## config.mk

```make
export PLATFORM = sky130hd
export DESIGN_NAME = tmc_mode_ctrl
export DESIGN_NICKNAME = d
export VERILOG_FILES = /design/src/tmc_pkg.sv /design/src/tmc_seg_timer.sv /design/src/tmc_scratch_addr.sv /design/src/tmc_mode_ctrl.sv
export SDC_FILE = /design/constraint.sdc
export NUM_CORES = 1
export LEC_CHECK = 0
export ABC_AREA = 1
export BUFFER_PORTS_ARGS = -buffer_cell sky130_fd_sc_hd__clkbuf_2
export CAP_MARGIN = 15
export CORE_ASPECT_RATIO = 1.2
export CORE_UTILIZATION = 50
export DETAILED_ROUTE_END_ITERATION = 6
export PLACE_DENSITY = 0.7
export SYNTH_ARGS = -nofsm -noshare
export SYNTH_HDL_FRONTEND = slang
export SYNTH_SLANG_ARGS = --single-unit
```

## constraint.sdc

```tcl
create_clock -name ref_clk_in -period 2 [get_ports ref_clk_in]
set_input_delay 0.3 -clock ref_clk_in [delete_from_list [all_inputs] [get_ports ref_clk_in]]
set_output_delay 0.3 -clock ref_clk_in [all_outputs]
set_load 0.01 [all_outputs]
```

## src/tmc_pkg.sv

```systemverilog
// Shared constants and types for the tape mode change control block
package tmc_pkg;

	////////////////////////////////////////////////////////////////////////////////
	// Clock and tape time
	localparam int CLK_PERIOD_NS = 8;
	// Mode change to aux output spans two segments
	localparam int PR_START_DELAY_US = 85300;
	localparam int SEG_CYCLES_DEF = (PR_START_DELAY_US * 1000) / (2 * CLK_PERIOD_NS);
	localparam int URD_HOLD_SEGS = 5;
	localparam int RR_SEG3_ENDS = 2;
	localparam int AUX_EXPECT_FROM = 3;
	localparam int AUX_EXPECT_TO = 5;

	////////////////////////////////////////////////////////////////////////////////
	// Time segment numbers
	localparam logic [1:0] SEG_0 = 2'h0;
	localparam logic [1:0] SEG_2 = 2'h2;
	localparam logic [1:0] SEG_3 = 2'h3;

	////////////////////////////////////////////////////////////////////////////////
	// Mode codes on the request and status ports
	localparam logic [1:0] MODE_PLAY_PLAY = 2'h0;
	localparam logic [1:0] MODE_REC_REC = 2'h1;
	localparam logic [1:0] MODE_PLAY_REC = 2'h2;

	////////////////////////////////////////////////////////////////////////////////
	// Scratch pad counter layout
	localparam logic [1:0] QUARTER_LOW = 2'h0;
	localparam int CP_PAGE_LSB = 4;
	localparam int CP_COL_LSB = 1;
	localparam int CP_ROW8_BIT = 0;
	localparam int RB_MARK_BIT = 7;
	localparam logic [6:0] CP_RESET = 7'h01;
	localparam logic [7:0] RB_RESET = 8'h80;

	////////////////////////////////////////////////////////////////////////////////
	// Controller states
	typedef enum logic [6:0] {
		ST_PP = 7'h01,
		ST_PP2RR = 7'h02,
		ST_PP2PR = 7'h04,
		ST_RR = 7'h08,
		ST_RR2PP = 7'h10,
		ST_PR = 7'h20,
		ST_PR2PP = 7'h40
	} tmc_state_e;

endpackage

```

## src/tmc_seg_timer.sv

```systemverilog
// Tape time segment counter
`timescale 1ns/1ps
`default_nettype none
module tmc_seg_timer #(
	parameter int SEG_CYCLES = tmc_pkg::SEG_CYCLES_DEF
) (
	input wire logic ref_clk_in,
	input wire logic rst_n_in,
	input wire logic ce_in,
	input wire logic clear_in,
	output logic seg_end_out,
	output logic [1:0] seg_num_out
);
	localparam int CW = $clog2(SEG_CYCLES + 1);

	typedef struct packed {
		logic [CW-1:0] cnt;
		logic [1:0] seg;
	} tmc_timer_s;

	tmc_timer_s state_reg;
	tmc_timer_s state_next;

	////////////////////////////////////////////////////////////////////////////////
	assign seg_end_out = (state_reg.cnt == CW'(SEG_CYCLES - 1));
	assign seg_num_out = state_reg.seg;

	always_comb begin
		state_next = state_reg;
		// Clear beats the segment end so the jump lands on segment 0
		if (clear_in) begin
			state_next.cnt = '0;
			state_next.seg = tmc_pkg::SEG_0;
		end else if (seg_end_out) begin
			state_next.cnt = '0;
			state_next.seg = state_reg.seg + 2'h1;
		end else begin
			state_next.cnt = state_reg.cnt + CW'(1);
		end
	end

	always_ff @(posedge ref_clk_in or negedge rst_n_in) begin
		if (!rst_n_in) begin
			state_reg <= '0;
		end else if (ce_in) begin
			state_reg <= state_next;
		end
	end
endmodule // tmc_seg_timer
`default_nettype wire

```

## src/tmc_scratch_addr.sv

```systemverilog
// Scratch pad address counters
`timescale 1ns/1ps
`default_nettype none
module tmc_scratch_addr (
	input wire logic ref_clk_in,
	input wire logic rst_n_in,
	input wire logic ce_in,
	input wire logic load_in,
	input wire logic inc_in,
	input wire logic [1:0] ram_quarter_select_in,
	input wire logic [2:0] page_in,
	input wire logic [2:0] column_in,
	input wire logic [8:0] row_in,
	output logic [6:0] scratch_column_page_counter_out,
	output logic [7:0] scratch_row_byte_counter_out
);
	typedef struct packed {
		logic [1:0] quarter;
		logic [6:0] cp;
		logic [7:0] rb;
	} tmc_addr_s;

	tmc_addr_s state_reg;
	tmc_addr_s state_next;
	logic [8:0] row_wide;

	assign scratch_column_page_counter_out = state_reg.cp;
	assign scratch_row_byte_counter_out = state_reg.rb;
	assign row_wide = {state_reg.cp[tmc_pkg::CP_ROW8_BIT], state_reg.rb} + 9'h001;

	////////////////////////////////////////////////////////////////////////////////
	always_comb begin
		state_next = state_reg;
		if (load_in) begin
			state_next.quarter = ram_quarter_select_in;
			state_next.cp = {page_in, column_in, 1'b1};
			if (ram_quarter_select_in == tmc_pkg::QUARTER_LOW) begin
				state_next.rb = {1'b1, row_in[6:0]};
			end else begin
				state_next.cp[tmc_pkg::CP_ROW8_BIT] = row_in[8];
				state_next.rb = row_in[7:0];
			end
		end else if (inc_in) begin
			if (state_reg.quarter == tmc_pkg::QUARTER_LOW) begin
				state_next.rb = {1'b1, state_reg.rb[6:0] + 7'h01};
			end else begin
				state_next.cp[tmc_pkg::CP_ROW8_BIT] = row_wide[8];
				state_next.rb = row_wide[7:0];
			end
		end
	end

	always_ff @(posedge ref_clk_in or negedge rst_n_in) begin
		if (!rst_n_in) begin
			state_reg <= {tmc_pkg::QUARTER_LOW, tmc_pkg::CP_RESET, tmc_pkg::RB_RESET};
		end else if (ce_in) begin
			state_reg <= state_next;
		end
	end

	////////////////////////////////////////////////////////////////////////////////
	property p_low_layout;
		@(posedge ref_clk_in) disable iff (!rst_n_in)
		ce_in && load_in && ram_quarter_select_in == tmc_pkg::QUARTER_LOW |=>
			scratch_row_byte_counter_out[tmc_pkg::RB_MARK_BIT] && scratch_column_page_counter_out[0]
			&& scratch_row_byte_counter_out[6:0] == 7'($past(row_in));
	endproperty
	a_low_layout: assert property (p_low_layout) else $error("low quarter layout wrong");

	property p_high_layout;
		@(posedge ref_clk_in) disable iff (!rst_n_in)
		ce_in && load_in && ram_quarter_select_in != tmc_pkg::QUARTER_LOW |=>
			{scratch_column_page_counter_out[0], scratch_row_byte_counter_out} == $past(row_in)
			&& scratch_column_page_counter_out[6:1] == {$past(page_in), $past(column_in)};
	endproperty
	a_high_layout: assert property (p_high_layout) else $error("upper quarter layout wrong");
endmodule // tmc_scratch_addr
`default_nettype wire

```

## src/tmc_mode_ctrl.sv

```systemverilog
// Tape format engine mode change controller, top level
`timescale 1ns/1ps
`default_nettype none
module tmc_mode_ctrl #(
	parameter int SEG_CYCLES = tmc_pkg::SEG_CYCLES_DEF
) (
	input wire logic ref_clk_in,
	input wire logic rst_n_in,
	input wire logic ce_in,
	input wire logic mode_req_valid_in,
	input wire logic [1:0] mode_req_in,
	input wire logic search_exit_in,
	input wire logic scratch_load_in,
	input wire logic scratch_inc_in,
	input wire logic [1:0] ram_quarter_select_in,
	input wire logic [2:0] scratch_page_in,
	input wire logic [2:0] scratch_column_in,
	input wire logic [8:0] scratch_row_in,
	output logic [1:0] mode_out,
	output logic mode_change_pending_out,
	output logic req_ignored_out,
	output logic write_main_out,
	output logic write_aux_out,
	output logic unreliable_data_flag_out,
	output logic aux_read_expect_out,
	output logic seg_end_out,
	output logic [1:0] seg_num_out,
	output logic [6:0] scratch_column_page_counter_out,
	output logic [7:0] scratch_row_byte_counter_out
);
	typedef struct packed {
		tmc_pkg::tmc_state_e st;
		logic ign;
		logic wr_main;
		logic wr_aux;
		logic [1:0] seg3_ends;
		logic urd;
		logic urd_act;
		logic [2:0] urd_cnt;
		logic aux_track;
		logic [2:0] aux_cnt;
		logic aux_exp;
	} tmc_ctrl_s;

	tmc_ctrl_s state_reg;
	tmc_ctrl_s state_next;
	logic seg_end;
	logic [1:0] seg_num;
	logic seg_clear;
	logic seg0_end;
	logic seg2_end;
	logic seg3_end;
	logic in_rr;
	logic in_pr;

	////////////////////////////////////////////////////////////////////////////////
	// Time base and scratch pad addressing
	tmc_seg_timer #(
		.SEG_CYCLES(SEG_CYCLES)
	) u_timer (
		.ref_clk_in(ref_clk_in),
		.rst_n_in(rst_n_in),
		.ce_in(ce_in),
		.clear_in(seg_clear),
		.seg_end_out(seg_end),
		.seg_num_out(seg_num)
	);

	tmc_scratch_addr u_addr (
		.ref_clk_in(ref_clk_in),
		.rst_n_in(rst_n_in),
		.ce_in(ce_in),
		.load_in(scratch_load_in),
		.inc_in(scratch_inc_in),
		.ram_quarter_select_in(ram_quarter_select_in),
		.page_in(scratch_page_in),
		.column_in(scratch_column_in),
		.row_in(scratch_row_in),
		.scratch_column_page_counter_out(scratch_column_page_counter_out),
		.scratch_row_byte_counter_out(scratch_row_byte_counter_out)
	);

	////////////////////////////////////////////////////////////////////////////////
	// Segment edge decode
	assign seg0_end = seg_end && seg_num == tmc_pkg::SEG_0;
	assign seg2_end = seg_end && seg_num == tmc_pkg::SEG_2;
	assign seg3_end = seg_end && seg_num == tmc_pkg::SEG_3;
	assign in_rr = state_reg.st == tmc_pkg::ST_RR || state_reg.st == tmc_pkg::ST_RR2PP;
	assign in_pr = state_reg.st == tmc_pkg::ST_PR || state_reg.st == tmc_pkg::ST_PR2PP;
	// Only the record/record exit restarts the segment count
	assign seg_clear = state_reg.st == tmc_pkg::ST_RR2PP && seg0_end;

	assign seg_end_out = seg_end;
	assign seg_num_out = seg_num;
	assign write_main_out = state_reg.wr_main;
	assign write_aux_out = state_reg.wr_aux;
	assign unreliable_data_flag_out = state_reg.urd;
	assign aux_read_expect_out = state_reg.aux_exp;
	assign req_ignored_out = state_reg.ign;
	assign mode_change_pending_out = state_reg.st == tmc_pkg::ST_PP2RR
		|| state_reg.st == tmc_pkg::ST_PP2PR || state_reg.st == tmc_pkg::ST_RR2PP
		|| state_reg.st == tmc_pkg::ST_PR2PP;

	always_comb begin
		case (state_reg.st)
			tmc_pkg::ST_RR, tmc_pkg::ST_RR2PP: begin
				mode_out = tmc_pkg::MODE_REC_REC;
			end
			tmc_pkg::ST_PR, tmc_pkg::ST_PR2PP: begin
				mode_out = tmc_pkg::MODE_PLAY_REC;
			end
			default: begin
				mode_out = tmc_pkg::MODE_PLAY_PLAY;
			end
		endcase
	end

	////////////////////////////////////////////////////////////////////////////////
	// Next state
	always_comb begin
		state_next = state_reg;
		state_next.ign = 1'b0;

		if (in_rr && !state_reg.wr_main) begin
			if (seg3_end && state_reg.seg3_ends != 2'(tmc_pkg::RR_SEG3_ENDS)) begin
				state_next.seg3_ends = state_reg.seg3_ends + 2'h1;
			end else if (seg0_end && state_reg.seg3_ends == 2'(tmc_pkg::RR_SEG3_ENDS)) begin
				state_next.wr_main = 1'b1;
				state_next.wr_aux = 1'b1;
			end
		end
		// aux output at next segment 1
		if (in_pr && !state_reg.wr_aux && seg0_end) begin
			state_next.wr_aux = 1'b1;
		end

		if (state_reg.urd_act && seg_end) begin
			state_next.urd_cnt = state_reg.urd_cnt + 3'h1;
			if (state_reg.urd_cnt == 3'(tmc_pkg::URD_HOLD_SEGS - 1)) begin
				state_next.urd = 1'b0;
				state_next.urd_act = 1'b0;
			end
		end
		if (search_exit_in) begin
			state_next.urd = 1'b1;
			state_next.urd_act = 1'b1;
			state_next.urd_cnt = '0;
		end

		if (state_reg.aux_track && seg_end) begin
			state_next.aux_cnt = state_reg.aux_cnt + 3'h1;
			if (state_reg.aux_cnt == 3'(tmc_pkg::AUX_EXPECT_FROM - 1)) begin
				state_next.aux_exp = 1'b1;
			end
			if (state_reg.aux_cnt == 3'(tmc_pkg::AUX_EXPECT_TO - 1)) begin
				state_next.aux_exp = 1'b0;
				state_next.aux_track = 1'b0;
			end
		end

		case (state_reg.st)
			tmc_pkg::ST_PP: begin
				if (mode_req_valid_in) begin
					if (mode_req_in == tmc_pkg::MODE_REC_REC) begin
						state_next.st = tmc_pkg::ST_PP2RR;
					end else if (mode_req_in == tmc_pkg::MODE_PLAY_REC) begin
						state_next.st = tmc_pkg::ST_PP2PR;
						state_next.aux_track = 1'b0;
						state_next.aux_exp = 1'b0;
					end else begin
						state_next.ign = 1'b1;
					end
				end
			end
			// apply at end of current segment
			tmc_pkg::ST_PP2RR: begin
				if (seg_end) begin
					state_next.st = tmc_pkg::ST_RR;
					state_next.seg3_ends = '0;
				end
			end
			// apply at end of segment 2
			tmc_pkg::ST_PP2PR: begin
				if (seg2_end) begin
					state_next.st = tmc_pkg::ST_PR;
				end
			end
			tmc_pkg::ST_RR: begin
				if (mode_req_valid_in) begin
					if (mode_req_in == tmc_pkg::MODE_PLAY_PLAY) begin
						state_next.st = tmc_pkg::ST_RR2PP;
					end else begin
						state_next.ign = 1'b1;
					end
				end
			end
			tmc_pkg::ST_RR2PP: begin
				if (seg0_end) begin
					state_next.st = tmc_pkg::ST_PP;
					state_next.wr_main = 1'b0;
					state_next.wr_aux = 1'b0;
					state_next.urd = 1'b1;
					state_next.urd_act = 1'b1;
					state_next.urd_cnt = '0;
				end
			end
			tmc_pkg::ST_PR: begin
				if (mode_req_valid_in) begin
					if (mode_req_in == tmc_pkg::MODE_PLAY_PLAY) begin
						state_next.st = tmc_pkg::ST_PR2PP;
					end else begin
						state_next.ign = 1'b1;
					end
				end
			end
			// aux stop at end of segment 0
			tmc_pkg::ST_PR2PP: begin
				if (seg0_end) begin
					state_next.st = tmc_pkg::ST_PP;
					state_next.wr_aux = 1'b0;
					state_next.aux_track = 1'b1;
					state_next.aux_cnt = '0;
					state_next.aux_exp = 1'b0;
				end
			end
			default: begin
				state_next.st = tmc_pkg::ST_PP;
			end
		endcase

		// Requests during a pending change are refused
		if (mode_req_valid_in && mode_change_pending_out) begin
			state_next.ign = 1'b1;
		end
	end

	always_ff @(posedge ref_clk_in or negedge rst_n_in) begin
		if (!rst_n_in) begin
			state_reg <= '{st: tmc_pkg::ST_PP, default: '0};
		end else if (ce_in) begin
			state_reg <= state_next;
		end
	end

	////////////////////////////////////////////////////////////////////////////////
	// Checks
	logic seg0_end_q;
	always_ff @(posedge ref_clk_in or negedge rst_n_in) begin
		if (!rst_n_in) begin
			seg0_end_q <= 1'b0;
		end else if (ce_in) begin
			seg0_end_q <= seg0_end;
		end
	end

	property p_no_rec_swap;
		@(posedge ref_clk_in) disable iff (!rst_n_in)
		ce_in && state_reg.st == tmc_pkg::ST_RR && mode_req_valid_in && mode_req_in == tmc_pkg::MODE_PLAY_REC
			|=> mode_out == tmc_pkg::MODE_REC_REC && req_ignored_out;
	endproperty
	a_no_rec_swap: assert property (p_no_rec_swap) else $error("record swap not refused");

	property p_rr_apply;
		@(posedge ref_clk_in) disable iff (!rst_n_in)
		ce_in && state_reg.st == tmc_pkg::ST_PP2RR && seg_end |=> mode_out == tmc_pkg::MODE_REC_REC;
	endproperty
	a_rr_apply: assert property (p_rr_apply) else $error("record mode not applied");

	property p_rr_write_start;
		@(posedge ref_clk_in) disable iff (!rst_n_in)
		$rose(write_main_out) |-> seg0_end_q && write_aux_out && mode_out == tmc_pkg::MODE_REC_REC;
	endproperty
	a_rr_write_start: assert property (p_rr_write_start) else $error("write start misplaced");

	property p_pr_wait;
		@(posedge ref_clk_in) disable iff (!rst_n_in)
		ce_in && state_reg.st == tmc_pkg::ST_PP2PR && !seg2_end |=> mode_out == tmc_pkg::MODE_PLAY_PLAY;
	endproperty
	a_pr_wait: assert property (p_pr_wait) else $error("play record applied early");

	property p_rr_exit;
		@(posedge ref_clk_in) disable iff (!rst_n_in)
		ce_in && state_reg.st == tmc_pkg::ST_RR2PP && seg0_end
			|=> seg_num_out == tmc_pkg::SEG_0 && !write_main_out && !write_aux_out && unreliable_data_flag_out;
	endproperty
	a_rr_exit: assert property (p_rr_exit) else $error("record exit wrong");

	property p_urd_hold;
		@(posedge ref_clk_in) disable iff (!rst_n_in)
		$fell(unreliable_data_flag_out) |-> $past(state_reg.urd_cnt) == 3'(tmc_pkg::URD_HOLD_SEGS - 1);
	endproperty
	a_urd_hold: assert property (p_urd_hold) else $error("flag hold length wrong");

	property p_pr_exit;
		@(posedge ref_clk_in) disable iff (!rst_n_in)
		ce_in && state_reg.st == tmc_pkg::ST_PR2PP && seg0_end
			|=> !write_aux_out && mode_out == tmc_pkg::MODE_PLAY_PLAY;
	endproperty
	a_pr_exit: assert property (p_pr_exit) else $error("aux write not stopped");

	property p_search_exit;
		@(posedge ref_clk_in) disable iff (!rst_n_in)
		ce_in && search_exit_in |=> unreliable_data_flag_out;
	endproperty
	a_search_exit: assert property (p_search_exit) else $error("flag not raised");

	property p_aux_window;
		@(posedge ref_clk_in) disable iff (!rst_n_in)
		$rose(aux_read_expect_out) |-> mode_out == tmc_pkg::MODE_PLAY_PLAY && seg_num_out == tmc_pkg::SEG_0;
	endproperty
	a_aux_window: assert property (p_aux_window) else $error("aux window misplaced");

	property p_ignored_stays;
		@(posedge ref_clk_in) disable iff (!rst_n_in)
		ce_in && state_reg.st == tmc_pkg::ST_PR && mode_req_valid_in && mode_req_in == tmc_pkg::MODE_REC_REC
			|=> mode_out == tmc_pkg::MODE_PLAY_REC;
	endproperty
	a_ignored_stays: assert property (p_ignored_stays) else $error("refused request changed mode");

	c_rr_write: cover property (@(posedge ref_clk_in) disable iff (!rst_n_in) $rose(write_main_out));
	c_pr_write: cover property (@(posedge ref_clk_in) disable iff (!rst_n_in)
		$rose(write_aux_out) && mode_out == tmc_pkg::MODE_PLAY_REC);
	c_urd_fall: cover property (@(posedge ref_clk_in) disable iff (!rst_n_in) $fell(unreliable_data_flag_out));
	c_aux_exp: cover property (@(posedge ref_clk_in) disable iff (!rst_n_in) $fell(aux_read_expect_out));
endmodule // tmc_mode_ctrl
`default_nettype wire

```

==> impl_metrics.ini <==
[timing]
timing.hold.ws_ns = 0.141
drv_slew = 0
max_freq_mhz = 517
worst_pin_slew_ns = 0.456
slew-limit-headroom_pct = 69.5
hold_viol_final = 0
period_needed_ns = 1.93
setup_viol = 0
final.setup.worst_slack_ns = 0.0656
fin_skew_ns = 0.00869
fin_crit_sh_pct = 96.7

[routing]
finalWirelength_um = 10100
dr.pass1.iters = 7
ant_nets = 0
vias_per_cell = 5.34
wl_per_cell_um = 14.0
drt_iter0_markers = 200
vias = 3826
drc = 4

[grt]
grt_max_degree = 65
overflow = 0
first_global_vias = 3595
antenna_found_initial = 0
grt_pass1_wl_um = 16400
grt_use_total_pct = 24.6

[flow_run]
drv_cap = 0

[clock_network]
cts.sinks = 64
cts_tree = done
htree_num_levels = 3
clk_latency_ns = 0.35
path_clk_slew_ns = 0.08
clockBufferDepth = 2
numCtsBuffers = 9
cts-root-buf = clkbuf_8

[yosys]
yosys.cell_types.count = 44
synthArstFlopShare_pct = 100
synthCells = 559
synth_commonest_cells = nand2_1 (145), inv_1 (66), dfrtp_1 (61)
synth_seq_cells = 64
yosysWarningCount = 0
synth.area.top_cells = dfrtp_1 (38%), nand2_1 (13%), inv_1 (6.1%)
synth-main-ff-cell = dfrtp_1
syn_area_um2 = 4070
seq_area_frac_synth_pct = 39.5
synth_area_leader_cell = dfrtp_1
synth-edff-count = 0
syn-num-nets = 600
avgSynthCellArea_um2 = 7.28
yosysMostFrequentCell = nand2_1
synth_top_area_share_pct = 37.5

[worst_setup_path]
cp.required_ns = 1.70
crit_buf_inv = 3
path_cells = nor2_4, nand2_4, nor3_4, inv_2, nand2_2, nor2_1, inv_1, buf_6
arrival_ns = 1.63
critPathTopFamily = simple AND/OR/NAND/NOR gates
critPathMaxStageDelay_ns = 0.45
crit_slowest_cell = dfrtp_2
crit_type = register to primary output
cp_max_fo = 4
cp-end-kind = primary output
start_kind = register

[placed_design]
hpwl_um = 7410
io_buffers = 51
place_congestion = 0.930
place_inst = 686
dp_slack_ns = 0.107

[cells_and_area]
area_growth_syn_to_layout_pct = 16.9
drive_gt1_share_pct = 22.7
diodes = 0
fin_util_pct = 61.0
layout.nets = 661
largest_reg_flops = 23
fillCellCount = 720
final_cells = 717

[floorplanning]
core_um2 = 7790
start_util_pct = 52.2
die_height_um = 101
dieArea_um2 = 8500
io_pins = 52
die_x_um = 84.3
std_cell_rows = 35

[hold_path]
hp-class = input pin to register

[power_and_ir_drop]
power.leakage_uw = 0.00249
p_per_area_nw_per_um2 = 908
finalPower_uw = 4320
ir_drop_uv = 683

[run_status]
status = complete, but fails checks
violations = DRC
[placed cells by master, fill, tap and decap left out, types with 6 or more instances in the layout]
cell      count
nand2_1     141
inv_1        62
dfrtp_1      58
nor2_1       56
clkbuf_2     48
nand3_1      44
buf_4        21
nor3_1       19
inv_2        17
o21ai_0      17
a21oi_1      17
nand4_1      14
ha_1         14
clkbuf_8      9
nand2_2       6
nor2_4        6
o21ai_1       6
xor2_1        6
a31oi_1       6
[metal layers]
metal | GRT usage [%] | vias to the layer above | wire length (um)
met1 | 30.5 | 1769 | 4460
met5 | 0 | - | 0
met4 | 11.0 | 0 | 349
met3 | 4.34 | 27 | 393
li1 | - | 1919 | -
met2 | 42.4 | 111 | 4870
[metrics by stage]
step	setup TNS [ns]	cell area, um^2
global placement	0	4360
global route	-0.0369	4760
finish	0	4760
floorplan	0	4070
CTS	0	4600
detailed placement	0	4360
[where the power goes]
group	switching [uW]	internal (uW)	total [uW]
registers	207	1500	1700
clock network	576	588	1160
logic	900	550	1450
total	1680	2640	4320
[logic make-up (layout without fill, tap and decap cells)]
family | Yosys count | in the layout | share of synthesized area (%)
fa+ha+maj | 15 | 15 | 4.61
buf+inv | 106 | 171 | 11.4
flops | 64 | 64 | 39.5
compound gates | 61 | 61 | 8.83
xor+xnor | 8 | 8 | 1.72
simple gates | 305 | 306 | 34.0
[tightest hold or removal path: cells and delay by family]
| family | cells | cell delay [ns] |
|---|---|---|
| simple gates | 2 | 0.09 |
| buf+inv | 1 | 0.07 |
[area by class of cell]
cell class	instances	area, um^2	share of cell area, %
timing repair buffer	74	455	9.58
sequential	64	1610	33.8
clock inverter	7	80.1	1.68
inverter	81	305	6.42
tap	92	115	2.42
clock buffer	9	124	2.60
multi-input combinational	390	2070	43.5
[final timing paths]
| kind | to | cells after the start | slack, ns | start |
|---|---|---|---|---|
| worst max register to register | unreliable_data_flag_out | 10 | 0.15 | u_timer.state_reg[3] |
| worst max-delay path | mode_change_pending_out | 8 | 0.07 | state_reg[16] |
| max in group asynchronous | u_addr.scratch_row_byte_counter_out[7] | 3 | 1.18 | rst_n_in |
| min in group asynchronous | u_timer.state_reg[4] | 3 | 0.50 | rst_n_in |
| worst min-delay path | u_addr.scratch_column_page_counter_out[6] | 3 | 0.14 | scratch_page_in[2] |
| worst min register to register | u_addr.scratch_column_page_counter_out[4] | 2 | 0.48 | u_addr.scratch_column_page_counter_out[4] |
[repair_timing]
action                                 in CTS  in global routing
hold buffers                                1                  0
gates cloned                                0                  1
gates resized for setup                     5                 23
pin swaps                                   1                  8
setup buffers                               1                 12
setup endpoints to repair                   3                 19
endpoints found under the hold margin      61                  0
(Power assumes the default switching activity.)
